===== config.mk =====
export PLATFORM = sky130hd
export DESIGN_NAME = tgd_sequencer
export DESIGN_NICKNAME = d
export VERILOG_FILES = /design/src/verilog/tgd_pkg.sv /design/src/verilog/tgd_sequencer.sv
export SDC_FILE = /design/constraint.sdc
export NUM_CORES = 1
export LEC_CHECK = 0
export BUFFER_PORTS_ARGS = -buffer_cell sky130_fd_sc_hd__buf_2
export CAP_MARGIN = 20
export CORE_MARGIN = 4
export CORE_UTILIZATION = 55
export CTS_CLUSTER_SIZE = 40
export DETAILED_ROUTE_END_ITERATION = 8
export PLACE_DENSITY = 0.78
export SYNTH_ARGS = -nofsm -noshare
export SYNTH_HDL_FRONTEND = slang
export SYNTH_SLANG_ARGS = --single-unit

===== constraint.sdc =====
create_clock -name ref_clk -period 2.75 [get_ports ref_clk]
set_input_delay 0.4125 -clock ref_clk [delete_from_list [all_inputs] [get_ports ref_clk]]
set_output_delay 0.4125 -clock ref_clk [all_outputs]
set_load 0.005 [all_outputs]

===== src/verilog/tgd_pkg.sv =====
package tgd_pkg;

  localparam int SLICES          = 2;
  localparam int CLK_PERIOD_NS   = 10;
  localparam int DEAD_DELAY_NS   = 50;
  localparam int DEAD_DELAY_CYC  = (DEAD_DELAY_NS + CLK_PERIOD_NS - 1) / CLK_PERIOD_NS;
  localparam int MIN_LS_NS       = 330;
  localparam int MIN_LS_CYC      = (MIN_LS_NS + CLK_PERIOD_NS - 1) / CLK_PERIOD_NS;
  localparam int MAX_DUTY_PCT    = 90;
  localparam int PCT_FULL        = 100;
  localparam int PERIOD_CYC_DEF  = 334;
  localparam int CNT_W           = 12;
  localparam int TMR_W           = 8;
  localparam int SLICE_A         = 0;

  typedef enum logic [2:0] {
    TGD_OFF,
    TGD_WAIT_LOW_SIDE_GATE_DRIVE,
    TGD_HS_ON,
    TGD_WAIT_SW,
    TGD_LS_DELAY,
    TGD_LS_ON
  } tgd_slice_e;

  typedef struct packed {
    logic [SLICES-1:0] pwm_cmd;
    logic [SLICES-1:0] switch_node_low;
    logic [SLICES-1:0] low_side_gate_low;
  } tgd_sense_s;

  typedef struct packed {
    logic overvoltage;
    logic enable;
    logic light_load_efficiency_mode;
  } tgd_ctl_s;

  typedef struct packed {
    logic [SLICES-1:0] high_side_gate_drive;
    logic [SLICES-1:0] low_side_gate_drive;
    logic [SLICES-1:0] current_sense_window;
  } tgd_drive_s;

  typedef struct packed {
    tgd_slice_e       st;
    logic [TMR_W-1:0] tmr;
  } tgd_slice_s;

endpackage : tgd_pkg


===== src/verilog/tgd_sequencer.sv =====
`timescale 1ns/1ns
// Functional notes
// - the two slices start their cycles half a period apart.
// - fixed period counter; one on/off cycle per slice per period.
// - each slice's comparator output commands its high-side pulse width.
// - high-side and low-side of one slice are never on together.
// - after high-side off, wait switch node low, then 50 ns, then low-side.
// - after low-side off, wait low-side gate below threshold, then high-side.
// - high-side on time capped at the lesser of 90 percent of the period and the period less minimum low-side and dead delay.
// - low-side stays on at least 330 ns every period unless enable low or light load mode turns the slice off mid-pulse.
// - current sense window open only while low-side is on.
// - overvoltage latches low-side on, high-side off, until reset.
// - enable low stops switching and pulls power good low.
// - light load mode keeps the first slice fully off, except that overvoltage still latches its low-side on.
module tgd_sequencer
  import tgd_pkg::*;
#(
  parameter int PERIOD_CYC = tgd_pkg::PERIOD_CYC_DEF
)
(
  input  wire logic               ref_clk,
  input  wire logic               rst,
  input  wire tgd_pkg::tgd_sense_s sense,
  input  wire tgd_pkg::tgd_ctl_s   ctl,
  output      tgd_pkg::tgd_drive_s drive,
  output      logic               power_good_allow,
  output      logic               overvoltage_latched
);
  import tgd_pkg::*;

  localparam int HALF_CYC    = PERIOD_CYC / 2;
  localparam int LIM_DUTY    = (PERIOD_CYC * MAX_DUTY_PCT) / PCT_FULL;
  localparam int LIM_LS      = PERIOD_CYC - MIN_LS_CYC - DEAD_DELAY_CYC;
  // max-duty cap is counted from local time zero, not from the actual rise
  localparam int HS_LIM      = (LIM_DUTY < LIM_LS) ? LIM_DUTY : LIM_LS;

  generate
    if (PERIOD_CYC % 2 != 0)
    begin : g_bad_odd
      $error("tgd_sequencer: period must be even for the half-period offset");
    end
    if (PERIOD_CYC >= (1 << CNT_W))
    begin : g_bad_wide
      $error("tgd_sequencer: period does not fit the period counter");
    end
    if (HS_LIM < 1)
    begin : g_bad_lim
      $error("tgd_sequencer: period too short for the minimum low-side time");
    end
    if (MIN_LS_CYC >= (1 << TMR_W) - 1)
    begin : g_bad_tmr
      $error("tgd_sequencer: minimum low-side time overflows the slice timer");
    end
    if (DEAD_DELAY_CYC < 1)
    begin : g_bad_dead
      $error("tgd_sequencer: dead delay must be at least one clock");
    end
  endgenerate

  typedef struct packed {
    tgd_sense_s               sense1;
    tgd_sense_s               sense2;
    tgd_ctl_s                 ctl1;
    tgd_ctl_s                 ctl2;
    logic                     fault;
    logic [CNT_W-1:0]         cnt;
    tgd_slice_s [SLICES-1:0]  sl;
    tgd_drive_s               drv;
    logic                     pg;
  } tgd_state_s;

  tgd_state_s state_r;
  tgd_state_s state_nxt;

  // slice position in its own period; slice b runs half a period behind
  function automatic logic [CNT_W-1:0] local_time(input logic [CNT_W-1:0] c, input int idx);
    logic [CNT_W-1:0] half;
    half = CNT_W'(HALF_CYC);
    if (idx == SLICE_A)
      local_time = c;
    else if (c >= half)
      local_time = c - half;
    else
      local_time = c + half;
  endfunction : local_time

  // saturates so a long low-side stretch never wraps below the minimum
  function automatic logic [TMR_W-1:0] tmr_step(input logic [TMR_W-1:0] v);
    if (v == '1)
      tmr_step = v;
    else
      tmr_step = v + TMR_W'(1);
  endfunction : tmr_step

  // fault path: park in the dead delay so low-side still waits its gap
  function automatic tgd_slice_s park_slice();
    tgd_slice_s s;
    s.st  = TGD_LS_DELAY;
    s.tmr = '0;
    return s;
  endfunction : park_slice

  always_comb
  begin
    logic [CNT_W-1:0] t;
    logic             start;
    logic             run;
    logic             cmd;
    state_nxt        = state_r;
    t                = '0;
    start            = 1'b0;
    run              = 1'b0;
    cmd              = 1'b0;
    state_nxt.sense1 = sense;
    state_nxt.sense2 = state_r.sense1;
    state_nxt.ctl1   = ctl;
    state_nxt.ctl2   = state_r.ctl1;
    state_nxt.fault  = state_r.fault | state_r.ctl2.overvoltage;

    if (state_r.cnt == CNT_W'(PERIOD_CYC - 1))
      state_nxt.cnt = '0;
    else
      state_nxt.cnt = state_r.cnt + CNT_W'(1);

    for (int i = 0; i < SLICES; i++)
    begin
      t     = local_time(state_r.cnt, i);
      start = (t == '0);
      run   = state_r.ctl2.enable && !state_r.fault
              && !(i == SLICE_A && state_r.ctl2.light_load_efficiency_mode);
      cmd   = state_r.sense2.pwm_cmd[i];

      case (state_r.sl[i].st)
        TGD_OFF:
        begin
          // a slice only starts at its own local time zero
          if (state_r.fault)
          begin
            state_nxt.sl[i] = park_slice();
          end
          else if (run && start && cmd)
            state_nxt.sl[i].st = TGD_WAIT_LOW_SIDE_GATE_DRIVE;
        end

        TGD_WAIT_LOW_SIDE_GATE_DRIVE:
        begin
          if (state_r.fault)
          begin
            state_nxt.sl[i] = park_slice();
          end
          else if (!run)
            state_nxt.sl[i].st = TGD_OFF;
          else if (state_r.sense2.low_side_gate_low[i])
            state_nxt.sl[i].st = TGD_HS_ON;
        end

        TGD_HS_ON:
        begin
          if (!run || !cmd || t >= CNT_W'(HS_LIM - 1))
            state_nxt.sl[i].st = TGD_WAIT_SW;
        end

        TGD_WAIT_SW:
        begin
          // low-side waits for the switch node, never a fixed guess
          if (state_r.sense2.switch_node_low[i])
          begin
            state_nxt.sl[i].st  = TGD_LS_DELAY;
            state_nxt.sl[i].tmr = '0;
          end
        end

        TGD_LS_DELAY:
        begin
          state_nxt.sl[i].tmr = tmr_step(state_r.sl[i].tmr);
          if (!run && !state_r.fault)
            state_nxt.sl[i].st = TGD_OFF;
          else if (state_r.sl[i].tmr == TMR_W'(DEAD_DELAY_CYC - 1))
          begin
            state_nxt.sl[i].st  = TGD_LS_ON;
            state_nxt.sl[i].tmr = '0;
          end
        end

        TGD_LS_ON:
        begin
          state_nxt.sl[i].tmr = tmr_step(state_r.sl[i].tmr);
          if (state_r.fault)
            state_nxt.sl[i].st = TGD_LS_ON;
          else if (!run)
            state_nxt.sl[i].st = TGD_OFF;
          else if (start && cmd && state_r.sl[i].tmr >= TMR_W'(MIN_LS_CYC - 1))
            state_nxt.sl[i].st = TGD_WAIT_LOW_SIDE_GATE_DRIVE;
        end

        default:
          state_nxt.sl[i].st = TGD_OFF;
      endcase

      // drive levels decoded from next state: one state, one switch on
      state_nxt.drv.high_side_gate_drive[i] = (state_nxt.sl[i].st == TGD_HS_ON);
      state_nxt.drv.low_side_gate_drive[i]  = (state_nxt.sl[i].st == TGD_LS_ON);
      state_nxt.drv.current_sense_window[i] = (state_nxt.sl[i].st == TGD_LS_ON);
    end

    state_nxt.pg = state_r.ctl2.enable && !state_nxt.fault;
  end

  // reset clears the synchronisers too, so inputs take two edges to be seen
  always_ff @(posedge ref_clk or posedge rst)
  begin
    if (rst)
      state_r <= '0;
    else
      state_r <= state_nxt;
  end

  assign drive               = state_r.drv;
  assign power_good_allow    = state_r.pg;
  assign overvoltage_latched = state_r.fault;

endmodule : tgd_sequencer


==> results of run 1 <==
[Yosys cell counts (2+ instances only)]
library cell / n
dfrtp_1: 58
nor2_1: 42
nand2_1: 28
o21ai_0: 17
a21oi_1: 15
inv_1: 15
clkbuf_1: 11
xnor2_1: 11
xor2_1: 11
nand4_1: 10
nor3_1: 10
nand3_1: 9
ha_1: 7
buf_4: 6
mux2i_1: 6
nor2b_1: 6
nor4_1: 5
o31a_1: 4
a311oi_1: 3
a31oi_1: 3
a41oi_1: 3
buf_2: 3
nand2b_1: 3
o31ai_1: 3
a2111oi_0: 2
a211oi_1: 2
a21o_1: 2
a311o_1: 2
and3_1: 2
and4_1: 2
nor3b_1: 2
nor4b_1: 2
o211a_1: 2
o211ai_1: 2
o211ai_2: 2
o21a_1: 2
or3_1: 2
or4_1: 2
[sequential cells by signal, summed over array words and instances, names as in the netlist]
signal / flops
state_r: 43
state_nxt: 9
drive: 4
overvoltage_latched: 1
power_good_allow: 1
[layer usage]
layer | vias to the layer above | track usage, % | wire (microns)
li1 | 1248 | - | -
met1 | 1295 | 25.1 | 3000
met2 | 84 | 33.0 | 3520
met3 | 9 | 4.94 | 339
met4 | 0 | 8.63 | 75
met5 | - | 0 | 0
[kinds of logic (layout without fill, tap and decap cells)]
logic type      count (synthesis)  in the layout  synth area share, %
buf+inv                        36             70                 5.35
flops                          58             58                 46.0
mux                             7              7                 2.26
simple gates                  133            133                 21.3
fa+ha+maj                       7              7                 2.78
xor+xnor                       22             22                 6.11
compound gates                 73             73                 16.2
[final timing paths]
kind                                         startpoint                       to  slack [ps]  cells after the start
worst max register to register    state_r[29]$_DFF_PP0_       drive[1]$_DFF_PP0_          80                     10
worst min register to register  state_nxt[49]$_DFF_PP0_    state_r[49]$_DFF_PP0_         350                      0
min in group ref_clk                           sense[5]  state_nxt[53]$_DFF_PP0_         180                      1
max in group asynchronous                           rst    state_r[51]$_DFF_PP0_        1980                      3
worst max-delay path              state_r[29]$_DFF_PP0_       drive[1]$_DFF_PP0_          80                     10
worst min-delay path                                rst    state_r[43]$_DFF_PP0_         120                      2
[layout make-up]
class | instances | area, sq um
clock buffer | 9 | 124
clock inverter | 7 | 93.8
fill | 442 | 1900
inverter | 15 | 56.3
multi-input combinational | 242 | 1570
sequential | 58 | 1450
tap | 72 | 90.1
timing repair buffer | 39 | 248
[critical path, stage by stage, from the launching register on]
cell,delay [ps]
dfrtp_1,430
inv_2,80
ha_1,210
nor2b_1,150
o211a_1,220
a311o_1,320
a311o_1,330
or4_1,430
o211a_1,160
o211ai_2,90
a21boi_1,190
[metrics by stage]
| step | util (%) | instance area, sq um |
|---|---|---|
| 2_1_floorplan | - | 3160 |
| 3_3_place_gp | 60.6 | 3360 |
| 3_5_place_dp | 60.6 | 3360 |
| 4_1_cts | 64.5 | 3580 |
| 5_1_grt | 65.6 | 3640 |
| 6_report | 65.6 | 3640 |
[repair_timing]
action	4_1_cts	5_1_grt
resized for setup	0	10
setup buffers	0	3
endpoints found under the setup margin	0	3
[power groups by stage]
stage	logic [mW]	registers (mW)	clock network [mW]
after CTS	0.437	1.13	0.873
after global routing	0.497	1.15	0.925
after detailed placement	0.428	1.14	0
final	0.434	1.13	0.864
after floorplan	0.377	1.09	0
after global placement	0.406	1.14	0
==> impl_metrics.csv, run 1 <==
group,metric,value,unit
detailed_routing,drc,0,
logic_synthesis,synth_edf_count,0,
logic_synthesis,syn-num-nets,354,
clocking,path_clk_slew,80,ps
clocking,cts_htree_levels,3,
sta,finalHoldViolCount,0,
final_layout,final_common_cell,"dfrtp_1",
critical_path,crit_type,"reg -> reg",
logic_synthesis,ys_seq_area_share,46.0,%
critical_path,crit_path_end_kind,"register",
die,start_util,57.0,%
sta,finClkSkew,10.4,ps
critical_path,cp_data_arrival_time,2940,ps
clocking,cts_hold_buf,0,
sta,min_period,2670,ps
sta,setup_violations,0,
sta,worstMarginPinSlew,676,ps
clocking,numCtsBuffers,9,
power_and_ir_drop,power.switching,0.751,mW
placed_design,dp_cells,423,
placed_design,portBuffers,18,
logic_synthesis,avgSynthCellArea,9.39,sq um
critical_path,start_kind,"register",
sta,finalCritPeriodShare,97.2,%
detailed_routing,finalWirelength,6930,microns
outcome,outcome,"finished clean",
final_layout,mostFrequentLayoutCells,"57 x dfrtp_1, 42 x nor2_1, 28 x nand2_1, 21 x buf_4, 18 x buf_2",
grt,grt_max_degree,29,
grt,antenna_found_initial,0,
logic_synthesis,ys.warnings.count,0,
final_layout,areaGrowthSynthToFinish,15.2,%
sta,max_slew_margin,53.8,%
clocking,cts_root_buf,"clkbuf_8",
logic_synthesis,synth_top_area_cell,"dfrtp_1",
clocking,cts_tree,"built",
placed_design,place.detailed.hpwl,4640,microns
power_and_ir_drop,switching_share,30.9,%
logic_synthesis,ys_seq_elements,58,
logic_synthesis,synth_area_leaders,"dfrtp_1 46%, nor2_1 5.0%, nand2_1 3.3%",
power_and_ir_drop,power_frac_clock,35.6,%
clocking,insertion_delay,340,ps
placed_design,dpl_worst_slack,78.0,ps
die,die_w,83.7,microns
power_and_ir_drop,combinationalPowerShare,17.9,%
power_and_ir_drop,p_total,2.43,mW
detailed_routing,routed-via-count,2636,
die,ioPinCount,19,
critical_path,timing.critical_path.required,3010,ps
logic_synthesis,synth-async-reset-ratio,100,%
grt,grt_pass1_wl,11400,microns
power_and_ir_drop,p_leak,1.62,nW
die,dieArea,7010,sq um
sta,fin_setup_tns,0,ps
logic_synthesis,synth_top_area_share,46.0,%
final_layout,drive_above_1_share,18.6,%
min_path,holdCritPathClass,"in -> async",
flow_run,cap_violations,0,
power_and_ir_drop,intPower,1.68,mW
detailed_routing,via_per_inst,5.96,
logic_synthesis,syn_inst,336,
power_and_ir_drop,p_seq_share,46.6,%
sta,drv_slew,0,
final_layout,fin_nets,383,
sta,hold_ws,121,ps
detailed_routing,wl_per_cell,15.7,microns
grt,grt-ovfl-total,0,
placed_design,routabilityCongestion,0.934,
critical_path,crit_fanout,5,
grt,grt_pass1_vias,2512,
power_and_ir_drop,p_per_area,668,nW/um^2
grt,grt_util_all_layers,20.1,%
detailed_routing,drt_iter0_drc,238,
logic_synthesis,synth_area,3160,sq um
detailed_routing,dr.pass1.iters,5,
power_and_ir_drop,peakVddDrop,0.756,mV
die,coreArea,5540,sq um
die,fp-row-count,27,
clocking,numClockSinks,58,
clocking,clk_path_buf_depth,2,
final_layout,fin_cells,442,
detailed_routing,ant_nets,0,
logic_synthesis,synth-main-ff-cell,"dfrtp_1",
sta,max_freq,374,MHz
die,die_h,83.7,microns
logic_synthesis,synth_cell_type_count,57,
sta,setup_slack,77.5,ps
final_layout,antenna_cells,0,
Power figures use the tool's default switching activity.
==> run 2: changes to the inputs <==
--- a/config.mk
+++ b/config.mk
@@ -8,10 +8,10 @@
 export BUFFER_PORTS_ARGS = -buffer_cell sky130_fd_sc_hd__buf_2
 export CAP_MARGIN = 20
 export CORE_MARGIN = 4
-export CORE_UTILIZATION = 55
+export CORE_UTILIZATION = 40
 export CTS_CLUSTER_SIZE = 40
 export DETAILED_ROUTE_END_ITERATION = 8
-export PLACE_DENSITY = 0.78
+export PLACE_DENSITY = 0.58
 export SYNTH_ARGS = -nofsm -noshare
 export SYNTH_HDL_FRONTEND = slang
 export SYNTH_SLANG_ARGS = --single-unit
==> constraint.sdc (replaced) <==
create_clock -name ref_clk -period 2.7 [get_ports ref_clk]
set_input_delay 0.405 -clock ref_clk [delete_from_list [all_inputs] [get_ports ref_clk]]
set_output_delay 0.405 -clock ref_clk [all_outputs]
set_load 0.005 [all_outputs]
==> run 2 against run 1 <==
Effect of this change: worst setup slack got worse by 16 ps; critical path depth is 1 lower; global-route usage decreased by 5.4 points; die area rose by 34%; non-clock buffer count rose by 6; utilization shrank 17 points; maximum frequency grew 1.3%; clock skew is 2.5 ps lower; via count shrank 3.1%; clock power down 5.3%.
==> impl_metrics.csv, run 2 (synthesized netlist as in run 1, its figures left out) <==
group,metric,value,unit
detailed_routing,finalWirelength,6740,microns
die,coreArea,7690,sq um
die,die_h,96.8,microns
detailed_routing,ant_nets,0,
final_layout,largest_reg_flops,43,
sta,hold_ws,113,ps
die,die_w,96.8,microns
clocking,path_clk_slew,70,ps
sta,worstMarginPinSlew,629,ps
detailed_routing,via_per_inst,5.35,
grt,grt-ovfl-total,0,
sta,finClkSkew,7.93,ps
detailed_routing,dr.pass1.iters,4,
critical_path,start_kind,"register",
critical_path,path_buf_inv,1,
sta,max_freq,379,MHz
critical_path,timing.critical_path.required,2970,ps
power_and_ir_drop,p_per_area,642,nW/um^2
critical_path,cp_data_arrival_time,2910,ps
clocking,insertion_delay,340,ps
flow_run,cap_violations,0,
power_and_ir_drop,p_leak,1.66,nW
outcome,outcome,"finished clean",
final_layout,fin_nets,389,
final_layout,final_area,3730,sq um
placed_design,dpl_worst_slack,131,ps
critical_path,cp_cell_sequence,"nor4_4 > buf_4 > nand2b_2 > a311o_1 > a311o_1 > or4_1 > o211a_1 > o211ai_2 > a21boi_2",
clocking,cts_tree,"built",
sta,finalCritPeriodShare,97.7,%
placed_design,place.detailed.hpwl,4520,microns
grt,antenna_found_initial,0,
die,start_util,41.0,%
critical_path,r2r_cells,9,
grt,grt_pass1_wl,11400,microns
sta,drv_slew,0,
critical_path,crit_type,"reg -> reg",
final_layout,fin_util,48.6,%
placed_design,dpl_cell_area,3430,sq um
grt,grt_util_all_layers,14.7,%
final_layout,drive_above_1_share,21.0,%
die,ioPinCount,19,
power_and_ir_drop,peakVddDrop,0.578,mV
critical_path,crit_fanout,4,
sta,max_slew_margin,57.9,%
placed_design,routabilityCongestion,0.904,
sta,setup_slack,61.8,ps
detailed_routing,wl_per_cell,14.1,microns
grt,grt_pass1_vias,2424,
final_layout,areaGrowthSynthToFinish,18.3,%
grt,grt_max_degree,59,
clocking,numCtsBuffers,9,
sta,setup_violations,0,
critical_path,cp.depth,9,
sta,finalHoldViolCount,0,
critical_path,cp_slowest_cell,"dfrtp_2",
die,dieArea,9370,sq um
clocking,cts_hold_buf,0,
clocking,cts_root_buf,"clkbuf_8",
clocking,numClockSinks,58,
detailed_routing,routed-via-count,2555,
die,fp-row-count,32,
detailed_routing,drt_iter0_drc,216,
final_layout,top_register,"state_r",
min_path,holdCritPathClass,"in -> async",
final_layout,mostFrequentLayoutCells,"56 x dfrtp_1, 42 x nor2_1, 28 x nand2_1, 26 x buf_4, 18 x buf_2",
final_layout,antenna_cells,0,
clocking,clk_path_buf_depth,2,
critical_path,worst_path_most_repeated_cell,"a311o_1",
placed_design,portBuffers,18,
sta,min_period,2640,ps
clocking,cts_htree_levels,3,
detailed_routing,drc,0,
critical_path,critPathMaxStageDelay,450,ps
sta,fin_setup_tns,0,ps
critical_path,crit_family,"compound AO/OA/AOI/OAI gates",
final_layout,final_common_cell,"dfrtp_1",
critical_path,crit_path_end_kind,"register",
final_layout,nFillCells,724,
==> run 2: worst register-to-register path, cell delays in order (launching register included) <==
cell	delay, ps
dfrtp_2	450
nor4_4	440
buf_4	190
nand2b_2	60
a311o_1	350
a311o_1	290
or4_1	410
o211a_1	130
o211ai_2	80
a21boi_2	180
==> run 2: what timing repair did <==
item                                    in CTS  in global routing
buffers inserted                             0                  6
endpoints found under the setup margin       0                  3
gates resized for setup                      0                 14
==> run 2: power breakdown <==
group          leakage (nW)  internal (mW)  total (mW)  switching (mW)
combinational         0.850          0.202       0.431           0.229
clock                0.0945          0.450       0.818           0.367
sequential            0.712          0.992        1.15           0.155
total                  1.66           1.64        2.40           0.752
==> run 2: final timing paths <==
check / start / endpoint / slack, ps
setup reg to reg: state_r[40]$_DFF_PP0_ / drive[1]$_DFF_PP0_ / 60
hold reg to reg: state_nxt[51]$_DFF_PP0_ / state_r[51]$_DFF_PP0_ / 350
min in group ref_clk: ctl[2] / state_nxt[44]$_DFF_PP0_ / 160
setup / recovery: state_r[40]$_DFF_PP0_ / drive[1]$_DFF_PP0_ / 60
max in group asynchronous: rst / state_r[30]$_DFF_PP0_ / 2320
hold / removal: rst / state_r[7]$_DFFE_PP0P_ / 110
==> run 2: layout make-up <==
cell class | instances | area (sq um) | share of cell area, %
multi-input combinational | 242 | 1590 | 42.5
sequential | 58 | 1450 | 39.0
timing repair buffer | 45 | 305 | 8.18
clock buffer | 10 | 138 | 3.69
tap | 102 | 128 | 3.42
clock inverter | 6 | 66.3 | 1.78
inverter | 15 | 56.3 | 1.51
==> run 2: metal layers <==
metal,vias up,global-route usage [%],routed length [microns]
met1,1225,19.9,3230
met3,15,3.24,209
li1,1269,-,-
met4,0,7.45,164
met2,46,22.1,3130
met5,-,0,0
==> run 2: per-stage QoR <==
step                instances  total power [mW]
global route              478              2.55
detailed placement        456              1.59
global placement          456              1.58
floorplan                 336              1.49
CTS                       472              2.42
finish                    478              2.40
